--- src/rtl/seq_pkg.sv ---
// shared constants, register map and state codes of the reference step sequencer
package seq_pkg;
  localparam int NUM_REFS = 16;
  localparam logic [15:0] REF_RESET = 16'h0000;
  localparam logic signed [15:0] REF_MAX = 16'sh03E8;
  localparam logic signed [15:0] REF_MIN = -16'sh03E8;
  localparam logic [15:0] DUR_RESET = 16'h0000;
  localparam logic [1:0] RAMP_RESET = 2'h0;
  localparam logic [15:0] CTRL_RESET = 16'h0000;
  localparam int PCT_FULL = 1000;
  // register map: bank selects on address bits 7:6, then byte addresses
  localparam logic [1:0] REF_BANK = 2'h0;
  localparam logic [1:0] STEP_BANK = 2'h1;
  localparam logic [7:0] CTRL_OFS = 8'h80;
  localparam logic [7:0] STAT_OFS = 8'h84;
  // control word fields
  localparam int CTRL_MODE_LSB = 0;
  localparam int CTRL_UNIT_BIT = 2;
  localparam int CTRL_KEEP_PWR_BIT = 4;
  localparam int CTRL_KEEP_STOP_BIT = 5;
  localparam int CTRL_SRC_LSB = 8;
  localparam int CTRL_TGT_BIT = 12;
  localparam int CTRL_EN_BIT = 13;
  localparam logic [15:0] CTRL_MASK = 16'h3737;
  // step word field, then control mode and source codes and the last step index
  localparam int STEP_RAMP_LSB = 16;
  localparam logic [1:0] MODE_STOP = 2'h0;
  localparam logic [1:0] MODE_HOLD = 2'h1;
  localparam logic [1:0] MODE_REPEAT = 2'h2;
  localparam logic [2:0] SRC_PRESET = 3'h0;
  localparam logic [2:0] SRC_AI1 = 3'h1;
  localparam logic [2:0] SRC_AI2 = 3'h2;
  localparam logic [2:0] SRC_AI3 = 3'h3;
  localparam logic [2:0] SRC_PULSE = 3'h4;
  localparam logic [2:0] SRC_PID = 3'h5;
  localparam logic [2:0] SRC_UPDN = 3'h6;
  localparam logic [3:0] LAST_STEP = 4'hF;
  // timing, then bus response codes and state codes
  localparam int CLK_PERIOD_NS = 10;
  localparam int TENTH_SEC_NS = 100000000;
  localparam int TENTH_SEC_CYCLES = TENTH_SEC_NS / CLK_PERIOD_NS;
  localparam logic [11:0] HOUR_FACTOR = 12'hE10;
  localparam logic [1:0] RESP_OKAY = 2'h0;
  localparam logic [1:0] RESP_SLVERR = 2'h2;
  typedef enum logic [3:0] {
    ST_IDLE = 4'h1,
    ST_RUN = 4'h2,
    ST_HOLD = 4'h4,
    ST_PAUSE = 4'h8
  } seq_state_e;
endpackage : seq_pkg

--- src/rtl/multi_reference_step_sequencer.sv ---
// multi-reference table with timed step sequencer and AXI4-Lite register slave
// Functional notes
// sixteen signed references, -100.0..100.0 percent in 0.1 steps, reset zero.
// frequency output is reference times maximum output frequency.
// voltage output scales by rated motor voltage; PID output passes unchanged.
// terminal states pick the active reference when not sequencing.
// mode 0 stops the drive after one cycle until a new run.
// mode 1 holds last step frequency and direction after one cycle.
// mode 2 restarts the cycle automatically until stop arrives.
// sequencer output drives either frequency or separated voltage setpoint.
// on frequency, a negative step reference means reverse direction.
// power-loss retention keeps step and elapsed time across power failure.
// stop retention keeps position across stop; otherwise restart at step zero.
// each step has a duration 0..6553.5 in tenths, reset zero.
// each step selects one of four ramp sets, reset first set.
// one unit bit makes durations seconds or hours.
// reference zero comes from a selectable source channel.
// steps advance in ascending order; cycle completes after last step.
//
// The AXI4-Lite slave port and the address map were chosen for this implementation.
module multi_reference_step_sequencer #(
  parameter int TENTH_CYCLES = seq_pkg::TENTH_SEC_CYCLES
) (
  input wire logic ref_clk,
  input wire logic rst_n,
  input wire logic awvalid,
  output logic awready,
  input wire logic [7:0] awaddr,
  input wire logic wvalid,
  output logic wready,
  input wire logic [31:0] wdata,
  input wire logic [3:0] wstrb,
  output logic bvalid,
  input wire logic bready,
  output logic [1:0] bresp,
  input wire logic arvalid,
  output logic arready,
  input wire logic [7:0] araddr,
  output logic rvalid,
  input wire logic rready,
  output logic [31:0] rdata,
  output logic [1:0] rresp,
  input wire logic [3:0] digital_input_terminal,
  input wire logic signed [15:0] analog_input_one,
  input wire logic signed [15:0] analog_input_two,
  input wire logic signed [15:0] analog_input_three,
  input wire logic signed [15:0] pulse_input,
  input wire logic signed [15:0] pid_output,
  input wire logic signed [15:0] preset_frequency,
  input wire logic [15:0] max_frequency,
  input wire logic [15:0] rated_motor_voltage,
  input wire logic run_cmd,
  input wire logic stop_cmd,
  input wire logic power_fail,
  output logic signed [15:0] freq_setpoint,
  output logic signed [15:0] voltage_setpoint,
  output logic signed [15:0] pid_setpoint,
  output logic run_reverse,
  output logic [1:0] ramp_set_sel,
  output logic seq_running,
  output logic drive_stop_req
);

  // byte-lane merge, shared by every writable register
  function automatic logic [31:0] merge(input logic [31:0] old, input logic [31:0] nw,
                                        input logic [3:0] strb);
    logic [31:0] res;
    res = old;
    for (int i = 0; i < 4; i++) begin
      if (strb[i]) begin
        res[8*i +: 8] = nw[8*i +: 8];
      end
    end
    return res;
  endfunction : merge

  // percent in tenths times a base; the product is held in 34 bits before the divide
  function automatic logic signed [15:0] scale(input logic signed [15:0] pct,
                                               input logic [15:0] base);
    logic signed [33:0] prod;
    prod = 34'(pct) * $signed({18'h00000, base});
    return 16'(prod / 34'sd1000);
  endfunction : scale

  // out-of-range writes saturate so a stored reference never leaves its span
  function automatic logic signed [15:0] clamp(input logic signed [15:0] v);
    if (v > seq_pkg::REF_MAX) begin
      return seq_pkg::REF_MAX;
    end
    if (v < seq_pkg::REF_MIN) begin
      return seq_pkg::REF_MIN;
    end
    return v;
  endfunction : clamp

  logic [3:0] di_meta_ff, di_sync_ff;
  logic signed [15:0] refs_ff [16];
  logic signed [15:0] nxt_refs [16];
  logic [17:0] steps_ff [16];
  logic [17:0] nxt_steps [16];
  logic [15:0] ctrl_ff, nxt_ctrl;
  logic aw_hold_ff, nxt_aw_hold, w_hold_ff, nxt_w_hold;
  logic [7:0] waddr_ff, nxt_waddr;
  logic [31:0] wdata_ff, nxt_wdata;
  logic [3:0] wstrb_ff, nxt_wstrb;
  logic bvalid_ff, nxt_bvalid, rvalid_ff, nxt_rvalid;
  logic [1:0] bresp_ff, nxt_bresp, rresp_ff, nxt_rresp;
  logic [31:0] rdata_ff, nxt_rdata;
  seq_pkg::seq_state_e state_ff, nxt_state;
  logic [3:0] step_ff, nxt_step;
  logic [15:0] elapsed_ff, nxt_elapsed;
  logic [23:0] pre_ff, nxt_pre;
  logic [11:0] hour_ff, nxt_hour;
  logic keep_ff, nxt_keep, stop_req_ff, nxt_stop_req;
  logic signed [15:0] freq_ff, volt_ff, pid_ff;
  logic rev_ff, running_ff;
  logic [1:0] ramp_ff;
  logic signed [15:0] ref0_val, active_ref;
  logic [1:0] mode;
  logic tenth_tick, unit_tick, step_done, cycle_end, seq_on, tgt_volt;
  logic [3:0] ref_idx;

  // terminal pins are asynchronous: two flops before anything reads them
  always_ff @(posedge ref_clk or negedge rst_n) begin
    if (!rst_n) begin
      di_meta_ff <= 4'h0;
      di_sync_ff <= 4'h0;
    end else begin
      di_meta_ff <= digital_input_terminal;
      di_sync_ff <= di_meta_ff;
    end
  end

  assign awready = !aw_hold_ff;
  assign wready = !w_hold_ff;
  assign arready = !rvalid_ff;
  assign bvalid = bvalid_ff;
  assign bresp = bresp_ff;
  assign rvalid = rvalid_ff;
  assign rdata = rdata_ff;
  assign rresp = rresp_ff;

  // bus slave: address and data latched in either order, write on both held
  always_comb begin
    nxt_refs = refs_ff;
    nxt_steps = steps_ff;
    nxt_ctrl = ctrl_ff;
    nxt_aw_hold = aw_hold_ff;
    nxt_waddr = waddr_ff;
    nxt_w_hold = w_hold_ff;
    nxt_wdata = wdata_ff;
    nxt_wstrb = wstrb_ff;
    nxt_bvalid = bvalid_ff;
    nxt_bresp = bresp_ff;
    nxt_rvalid = rvalid_ff;
    nxt_rdata = rdata_ff;
    nxt_rresp = rresp_ff;
    if (bvalid_ff && bready) begin
      nxt_bvalid = 1'b0;
    end
    if (awvalid && awready) begin
      nxt_aw_hold = 1'b1;
      nxt_waddr = awaddr;
    end
    if (wvalid && wready) begin
      nxt_w_hold = 1'b1;
      nxt_wdata = wdata;
      nxt_wstrb = wstrb;
    end
    if (aw_hold_ff && w_hold_ff && !bvalid_ff) begin
      nxt_aw_hold = 1'b0;
      nxt_w_hold = 1'b0;
      nxt_bvalid = 1'b1;
      nxt_bresp = seq_pkg::RESP_OKAY;
      if (waddr_ff[7:6] == seq_pkg::REF_BANK) begin
        nxt_refs[waddr_ff[5:2]] = clamp(16'(merge({16'h0000, refs_ff[waddr_ff[5:2]]},
                                   wdata_ff, wstrb_ff)));
      end else if (waddr_ff[7:6] == seq_pkg::STEP_BANK) begin
        nxt_steps[waddr_ff[5:2]] = 18'(merge({14'h0000, steps_ff[waddr_ff[5:2]]},
                                   wdata_ff, wstrb_ff));
      end else if (waddr_ff == seq_pkg::CTRL_OFS) begin
        nxt_ctrl = 16'(merge({16'h0000, ctrl_ff}, wdata_ff, wstrb_ff)) & seq_pkg::CTRL_MASK;
      end else begin
        nxt_bresp = seq_pkg::RESP_SLVERR; // status is read-only, rest unmapped
      end
    end
    if (rvalid_ff && rready) begin
      nxt_rvalid = 1'b0;
    end
    if (arvalid && arready) begin
      nxt_rvalid = 1'b1;
      nxt_rresp = seq_pkg::RESP_OKAY;
      if (araddr[7:6] == seq_pkg::REF_BANK) begin
        nxt_rdata = {{16{refs_ff[araddr[5:2]][15]}}, refs_ff[araddr[5:2]]};
      end else if (araddr[7:6] == seq_pkg::STEP_BANK) begin
        nxt_rdata = {14'h0000, steps_ff[araddr[5:2]]};
      end else if (araddr == seq_pkg::CTRL_OFS) begin
        nxt_rdata = {16'h0000, ctrl_ff};
      end else if (araddr == seq_pkg::STAT_OFS) begin
        nxt_rdata = {elapsed_ff, 7'h00, rev_ff, state_ff, step_ff};
      end else begin
        nxt_rdata = 32'h00000000;
        nxt_rresp = seq_pkg::RESP_SLVERR;
      end
    end
  end

  always_ff @(posedge ref_clk or negedge rst_n) begin
    if (!rst_n) begin
      for (int i = 0; i < seq_pkg::NUM_REFS; i++) begin
        refs_ff[i] <= seq_pkg::REF_RESET;
        steps_ff[i] <= {seq_pkg::RAMP_RESET, seq_pkg::DUR_RESET};
      end
      ctrl_ff <= seq_pkg::CTRL_RESET;
      aw_hold_ff <= 1'b0;
      waddr_ff <= 8'h00;
      w_hold_ff <= 1'b0;
      wdata_ff <= 32'h00000000;
      wstrb_ff <= 4'h0;
      bvalid_ff <= 1'b0;
      bresp_ff <= 2'h0;
      rvalid_ff <= 1'b0;
      rdata_ff <= 32'h00000000;
      rresp_ff <= 2'h0;
    end else begin
      refs_ff <= nxt_refs;
      steps_ff <= nxt_steps;
      ctrl_ff <= nxt_ctrl;
      aw_hold_ff <= nxt_aw_hold;
      waddr_ff <= nxt_waddr;
      w_hold_ff <= nxt_w_hold;
      wdata_ff <= nxt_wdata;
      wstrb_ff <= nxt_wstrb;
      bvalid_ff <= nxt_bvalid;
      bresp_ff <= nxt_bresp;
      rvalid_ff <= nxt_rvalid;
      rdata_ff <= nxt_rdata;
      rresp_ff <= nxt_rresp;
    end
  end

  // time base: tenth-second prescaler, hour mode counts 3600 of them per tenth
  assign mode = ctrl_ff[seq_pkg::CTRL_MODE_LSB +: 2];
  assign tgt_volt = ctrl_ff[seq_pkg::CTRL_TGT_BIT];
  assign tenth_tick = (pre_ff == 24'(TENTH_CYCLES - 1));
  assign unit_tick = tenth_tick && (!ctrl_ff[seq_pkg::CTRL_UNIT_BIT] ||
                     hour_ff == seq_pkg::HOUR_FACTOR - 12'h001);
  assign step_done = (elapsed_ff >= steps_ff[step_ff][15:0]);
  assign cycle_end = (state_ff == seq_pkg::ST_RUN) && step_done &&
                     (step_ff == seq_pkg::LAST_STEP);

  // sequencer: zero duration steps are skipped after one cycle each
  always_comb begin
    nxt_state = state_ff;
    nxt_step = step_ff;
    nxt_elapsed = elapsed_ff;
    nxt_pre = pre_ff;
    nxt_hour = hour_ff;
    nxt_keep = keep_ff;
    nxt_stop_req = 1'b0;
    case (state_ff)
      seq_pkg::ST_IDLE: begin
        if (run_cmd && ctrl_ff[seq_pkg::CTRL_EN_BIT]) begin
          nxt_state = seq_pkg::ST_RUN;
          nxt_keep = 1'b0;
          if (!keep_ff) begin
            nxt_step = 4'h0;
            nxt_elapsed = 16'h0000;
            nxt_pre = 24'h000000;
            nxt_hour = 12'h000;
          end
        end
      end
      seq_pkg::ST_RUN: begin
        if (stop_cmd) begin
          nxt_state = seq_pkg::ST_IDLE;
          nxt_keep = ctrl_ff[seq_pkg::CTRL_KEEP_STOP_BIT];
        end else if (power_fail) begin
          nxt_state = seq_pkg::ST_PAUSE;
        end else if (step_done) begin
          nxt_elapsed = 16'h0000;
          nxt_pre = 24'h000000;
          nxt_hour = 12'h000;
          if (step_ff != seq_pkg::LAST_STEP) begin
            nxt_step = step_ff + 4'h1;
          end else if (mode == seq_pkg::MODE_HOLD) begin
            nxt_state = seq_pkg::ST_HOLD;
          end else if (mode == seq_pkg::MODE_REPEAT) begin
            nxt_step = 4'h0;
          end else begin
            nxt_state = seq_pkg::ST_IDLE;
            nxt_stop_req = 1'b1;
            nxt_step = 4'h0;
          end
        end else begin
          nxt_pre = tenth_tick ? 24'h000000 : pre_ff + 24'h000001;
          if (tenth_tick) begin
            nxt_hour = unit_tick ? 12'h000 : hour_ff + 12'h001;
          end
          if (unit_tick) begin
            nxt_elapsed = elapsed_ff + 16'h0001;
          end
        end
      end
      seq_pkg::ST_HOLD: begin
        if (stop_cmd) begin
          nxt_state = seq_pkg::ST_IDLE;
          nxt_step = 4'h0;
        end
      end
      seq_pkg::ST_PAUSE: begin
        if (stop_cmd) begin
          nxt_state = seq_pkg::ST_IDLE;
          nxt_keep = ctrl_ff[seq_pkg::CTRL_KEEP_STOP_BIT];
        end else if (!power_fail) begin
          nxt_state = seq_pkg::ST_RUN;
          if (!ctrl_ff[seq_pkg::CTRL_KEEP_PWR_BIT]) begin
            nxt_step = 4'h0;
            nxt_elapsed = 16'h0000;
            nxt_pre = 24'h000000;
            nxt_hour = 12'h000;
          end
        end
      end
      default: begin
        nxt_state = seq_pkg::ST_IDLE;
        nxt_step = 4'h0;
      end
    endcase
    if ((state_ff == seq_pkg::ST_IDLE) && !nxt_keep && !run_cmd) begin
      nxt_step = 4'h0; // restart point once position is not retained
      nxt_elapsed = 16'h0000;
    end
  end

  // reference selection: sequencer step while active, terminals otherwise
  assign seq_on = (state_ff != seq_pkg::ST_IDLE);
  assign ref_idx = seq_on ? step_ff : di_sync_ff;
  always_comb begin
    case (ctrl_ff[seq_pkg::CTRL_SRC_LSB +: 3])
      seq_pkg::SRC_PRESET: ref0_val = refs_ff[0];
      seq_pkg::SRC_AI1: ref0_val = analog_input_one;
      seq_pkg::SRC_AI2: ref0_val = analog_input_two;
      seq_pkg::SRC_AI3: ref0_val = analog_input_three;
      seq_pkg::SRC_PULSE: ref0_val = pulse_input;
      seq_pkg::SRC_PID: ref0_val = pid_output;
      seq_pkg::SRC_UPDN: ref0_val = preset_frequency;
      default: ref0_val = refs_ff[0];
    endcase
    active_ref = (ref_idx == 4'h0) ? ref0_val : refs_ff[ref_idx];
  end

  // registered setpoints; the idle sequencer target drives nothing
  always_ff @(posedge ref_clk or negedge rst_n) begin
    if (!rst_n) begin
      state_ff <= seq_pkg::ST_IDLE;
      step_ff <= 4'h0;
      elapsed_ff <= 16'h0000;
      pre_ff <= 24'h000000;
      hour_ff <= 12'h000;
      keep_ff <= 1'b0;
      stop_req_ff <= 1'b0;
      freq_ff <= 16'sh0000;
      volt_ff <= 16'sh0000;
      pid_ff <= 16'sh0000;
      rev_ff <= 1'b0;
      ramp_ff <= 2'h0;
      running_ff <= 1'b0;
    end else begin
      state_ff <= nxt_state;
      step_ff <= nxt_step;
      elapsed_ff <= nxt_elapsed;
      pre_ff <= nxt_pre;
      hour_ff <= nxt_hour;
      keep_ff <= nxt_keep;
      stop_req_ff <= nxt_stop_req;
      freq_ff <= (seq_on && tgt_volt) ? 16'sh0000 : scale(active_ref, max_frequency);
      volt_ff <= (seq_on && !tgt_volt) ? 16'sh0000 :
                 scale(active_ref, rated_motor_voltage);
      pid_ff <= active_ref;
      rev_ff <= seq_on && !tgt_volt && active_ref[15];
      ramp_ff <= seq_on ? steps_ff[step_ff][seq_pkg::STEP_RAMP_LSB +: 2] : 2'h0;
      running_ff <= seq_on;
    end
  end

  assign freq_setpoint = freq_ff;
  assign voltage_setpoint = volt_ff;
  assign pid_setpoint = pid_ff;
  assign run_reverse = rev_ff;
  assign ramp_set_sel = ramp_ff;
  assign seq_running = running_ff;
  assign drive_stop_req = stop_req_ff;
endmodule : multi_reference_step_sequencer

--- config.mk ---
export PLATFORM = sky130hd
export DESIGN_NAME = multi_reference_step_sequencer
export DESIGN_NICKNAME = d
export VERILOG_FILES = /design/src/rtl/seq_pkg.sv /design/src/rtl/multi_reference_step_sequencer.sv
export SDC_FILE = /design/constraint.sdc
export NUM_CORES = 2
export LEC_CHECK = 0
export ABC_AREA = 0
export BUFFER_PORTS_ARGS = -buffer_cell sky130_fd_sc_hd__buf_2
export CAP_MARGIN = 10
export CORE_ASPECT_RATIO = 0.6
export CORE_MARGIN = 3
export CORE_UTILIZATION = 60
export CTS_CLUSTER_SIZE = 10
export DETAILED_ROUTE_END_ITERATION = 6
export GPL_ROUTABILITY_DRIVEN = 0
export HOLD_SLACK_MARGIN = 0.12
export PLACE_DENSITY_LB_ADDON = 0.25
export SYNTH_ARGS = -nofsm -noshare
export SYNTH_HDL_FRONTEND = slang
export SYNTH_SLANG_ARGS = --single-unit
--- constraint.sdc ---
create_clock -name ref_clk -period 30 [get_ports ref_clk]
set_clock_uncertainty 0.05 [all_clocks]
set_input_delay 6 -clock ref_clk [delete_from_list [all_inputs] [get_ports ref_clk]]
set_output_delay 6 -clock ref_clk [all_outputs]
set_load 0.02 [all_outputs]
==> metrics <==
worst setup path endpoint freq_setpoint[10]; delay of the slowest critical-path stage 0.58 ns; crit-path max FO 12; Max-Slew Margin vs Limit 2.05%; Pins Over Slew Limit 0; DP Worst Slack -0.583 ns; Design Area, Final 87,700 um2; Worst Hold Path Cells 0; Post-synth EDFFs 0; total CTS buffers between 80 and 90; WHS 0.297 ns; most repeated library cell on the critical path buf_4; Worst Tran Pin Value roughly 1.5 ns; synth warn 0; Clk Latency, worst-skew pair 0.72 ns; layout net count 9,627; final wirelength 258,000 um; #FFs+latches synth roughly 740; Reg clk slew, reported paths 0.06 ns; Synth top area share 24.1%; H-tree Lvls 3; num ports 288; Worst R2R Path Depth 107; final hold viol count 0; worst hold path class reg -> reg; Post-synth top flop dfrtp_1; TritonCTS clock tree built; Die Area 133,000 um2; first-pass GRT wire length 396,000 um; Horiz. Die Dim 469 um; Worst EP required 30.51 ns; CP delay by family, top compound AO/OA/AOI/OAI gates; crit start category primary input; dominant cells by area after synthesis dfrtp_1 24%, mux4_2 13%, fa_1 10%; Critical Path Stages 98; CORE AREA 127,000 um2; crit path buf inv count 18; FP Rows 101; post-DP HPWL 180,000 um; maximum clock insertion buffer count 3; Fill cells 9,441; Cell variety after synth 156; status finished, final reports clean; die extent in y 284 um; Starting Density 60.7%; Worst Setup SP analog_input_one[7]; CP endpoint kind flop; initial antenna violation count 20; Critical Path AT 29.81 ns; Min Clock Period, post-route 29.30 ns; CTS Sinks around 740; reg-to-reg startpoint state_ff[3]; vias in the first global route 69,000; final worst slack 0.696 ns; Gate Count Post-Synth approximately 8,300; routed len/inst about 25 um; Vias 71,800; Syn Area/Cell 9.30 um2; R2R setup slack 2.80 ns; max-cap violations 0; Tcrit/Tclk final 97.7%; async set-reset flop share out of synthesis 100%; register area share after synthesis between 20% and 30%; dpl cell area approximately 83,000 um2; Root Buffer clkbuf_16; Tot GR Track Use 37.7%; Post-Syn Area 77,000 um2; Post-DRT Antenna Nets 0; max frequency 34.1 MHz; Via density 6.83; Setup CP Type in -> reg; layout cell share with drive strength beyond 1 24.7%; largest net degree at the start of global routing between 150 and 200; Worst R2R End freq_setpoint[10]; Area Growth Syn to Fin 13.9%; TritonRoute pass-1 iters 6; slowest CP cell fa_1; count leader, synth nand2_1; GRT overflow 0; Post-route DRC 0; Post-synth top cells 1,065 x nand2_1, 742 x dfrtp_1, 592 x inv_1; Port Buffer Count 270; Multi-input gate area 55,900 um2; 1st-iter DRT viols 9,527; Storage cell area 18,600 um2; Synth area leader dfrtp_1; final setup fails 0
[metal layers]
layer / up-vias / GRT usage (%) / wire length, um
li1: 31000 / - / -
met5: - / 0.397 / 130
met4: 10 / 14.1 / 10800
met3: 752 / 12.8 / 36300
met1: 35200 / 54.3 / 103000
met2: 4876 / 52.6 / 108000
[worst min path at each step]
stage | slack [ns] | start | to
after floorplan | 0.28 | di_meta_ff[0] | di_sync_ff[0]
after global placement | 0.29 | di_meta_ff[0] | di_sync_ff[0]
after detailed placement | 0.29 | di_meta_ff[1] | di_sync_ff[1]
after CTS | 0.30 | di_meta_ff[0] | di_sync_ff[0]
after global routing | 0.30 | di_meta_ff[0] | di_sync_ff[0]
final | 0.30 | di_meta_ff[3] | di_sync_ff[3]
[sequential cells by signal, summed over array words and instances, names as in the netlist, 2 cells and up]
| register | cells |
|---|---|
| ctrl_ff | 10 |
| di_meta_ff | 4 |
| di_sync_ff | 4 |
| elapsed_ff | 16 |
| freq_setpoint | 16 |
| hour_ff | 12 |
| pid_setpoint | 16 |
| pre_ff | 24 |
| ramp_set_sel | 2 |
| rdata | 32 |
| refs_ff | 256 |
| state_ff | 4 |
| step_ff | 4 |
| steps_ff | 288 |
| voltage_setpoint | 16 |
| waddr_ff | 8 |
| wdata_ff | 18 |
| wstrb_ff | 3 |
[cell usage in the layout (no fill, tap or decap), drive strengths merged, types with 256 or more instances in the layout]
cell	instances
a21oi	397
and2	256
buf	916
dfrtp	742
fa	388
ha	271
inv	595
mux4	433
nand2	1068
nor2	529
o21ai	620
[cell families after synthesis]
group | Yosys count | synth area share, %
simple gates | 2685 | 16.7
compound gates | 2004 | 18.0
buf+inv | 1105 | 5.57
mux | 805 | 17.9
flops | 743 | 24.1
fa+ha+maj | 668 | 14.6
xor+xnor | 268 | 3.09
other cells | 1 | 0.00487
[metrics by stage]
step	utilization (%)	cells	TNS, ns
after floorplan	-	8280	0
after global placement	65.7	10300	-0.0608
after detailed placement	65.7	10300	-5.55
after CTS	67.6	10400	0
after global routing	69.1	10500	-2.00
final	69.2	10500	0
[final cells by class]
cell class,count,share of cell area [%]
inverters,594,2.54
repair buffers,916,7.37
flip-flops and latches,743,21.2
clock inverters,9,0.215
diodes,21,0.0599
well taps,1699,2.42
clock buffers,103,2.52
multi-input cells,6434,63.6
[what timing repair did]
item                                    CTS  global route
setup buffers                             0            45
hold buffers                              0             0
resized for setup                         0           300
endpoints found under the hold margin     0             0
endpoints found under the setup margin    0            32
Power is left out: the tool's default activity adds up to more than one toggle a clock period on the data nets, which glitch-free logic cannot reach.
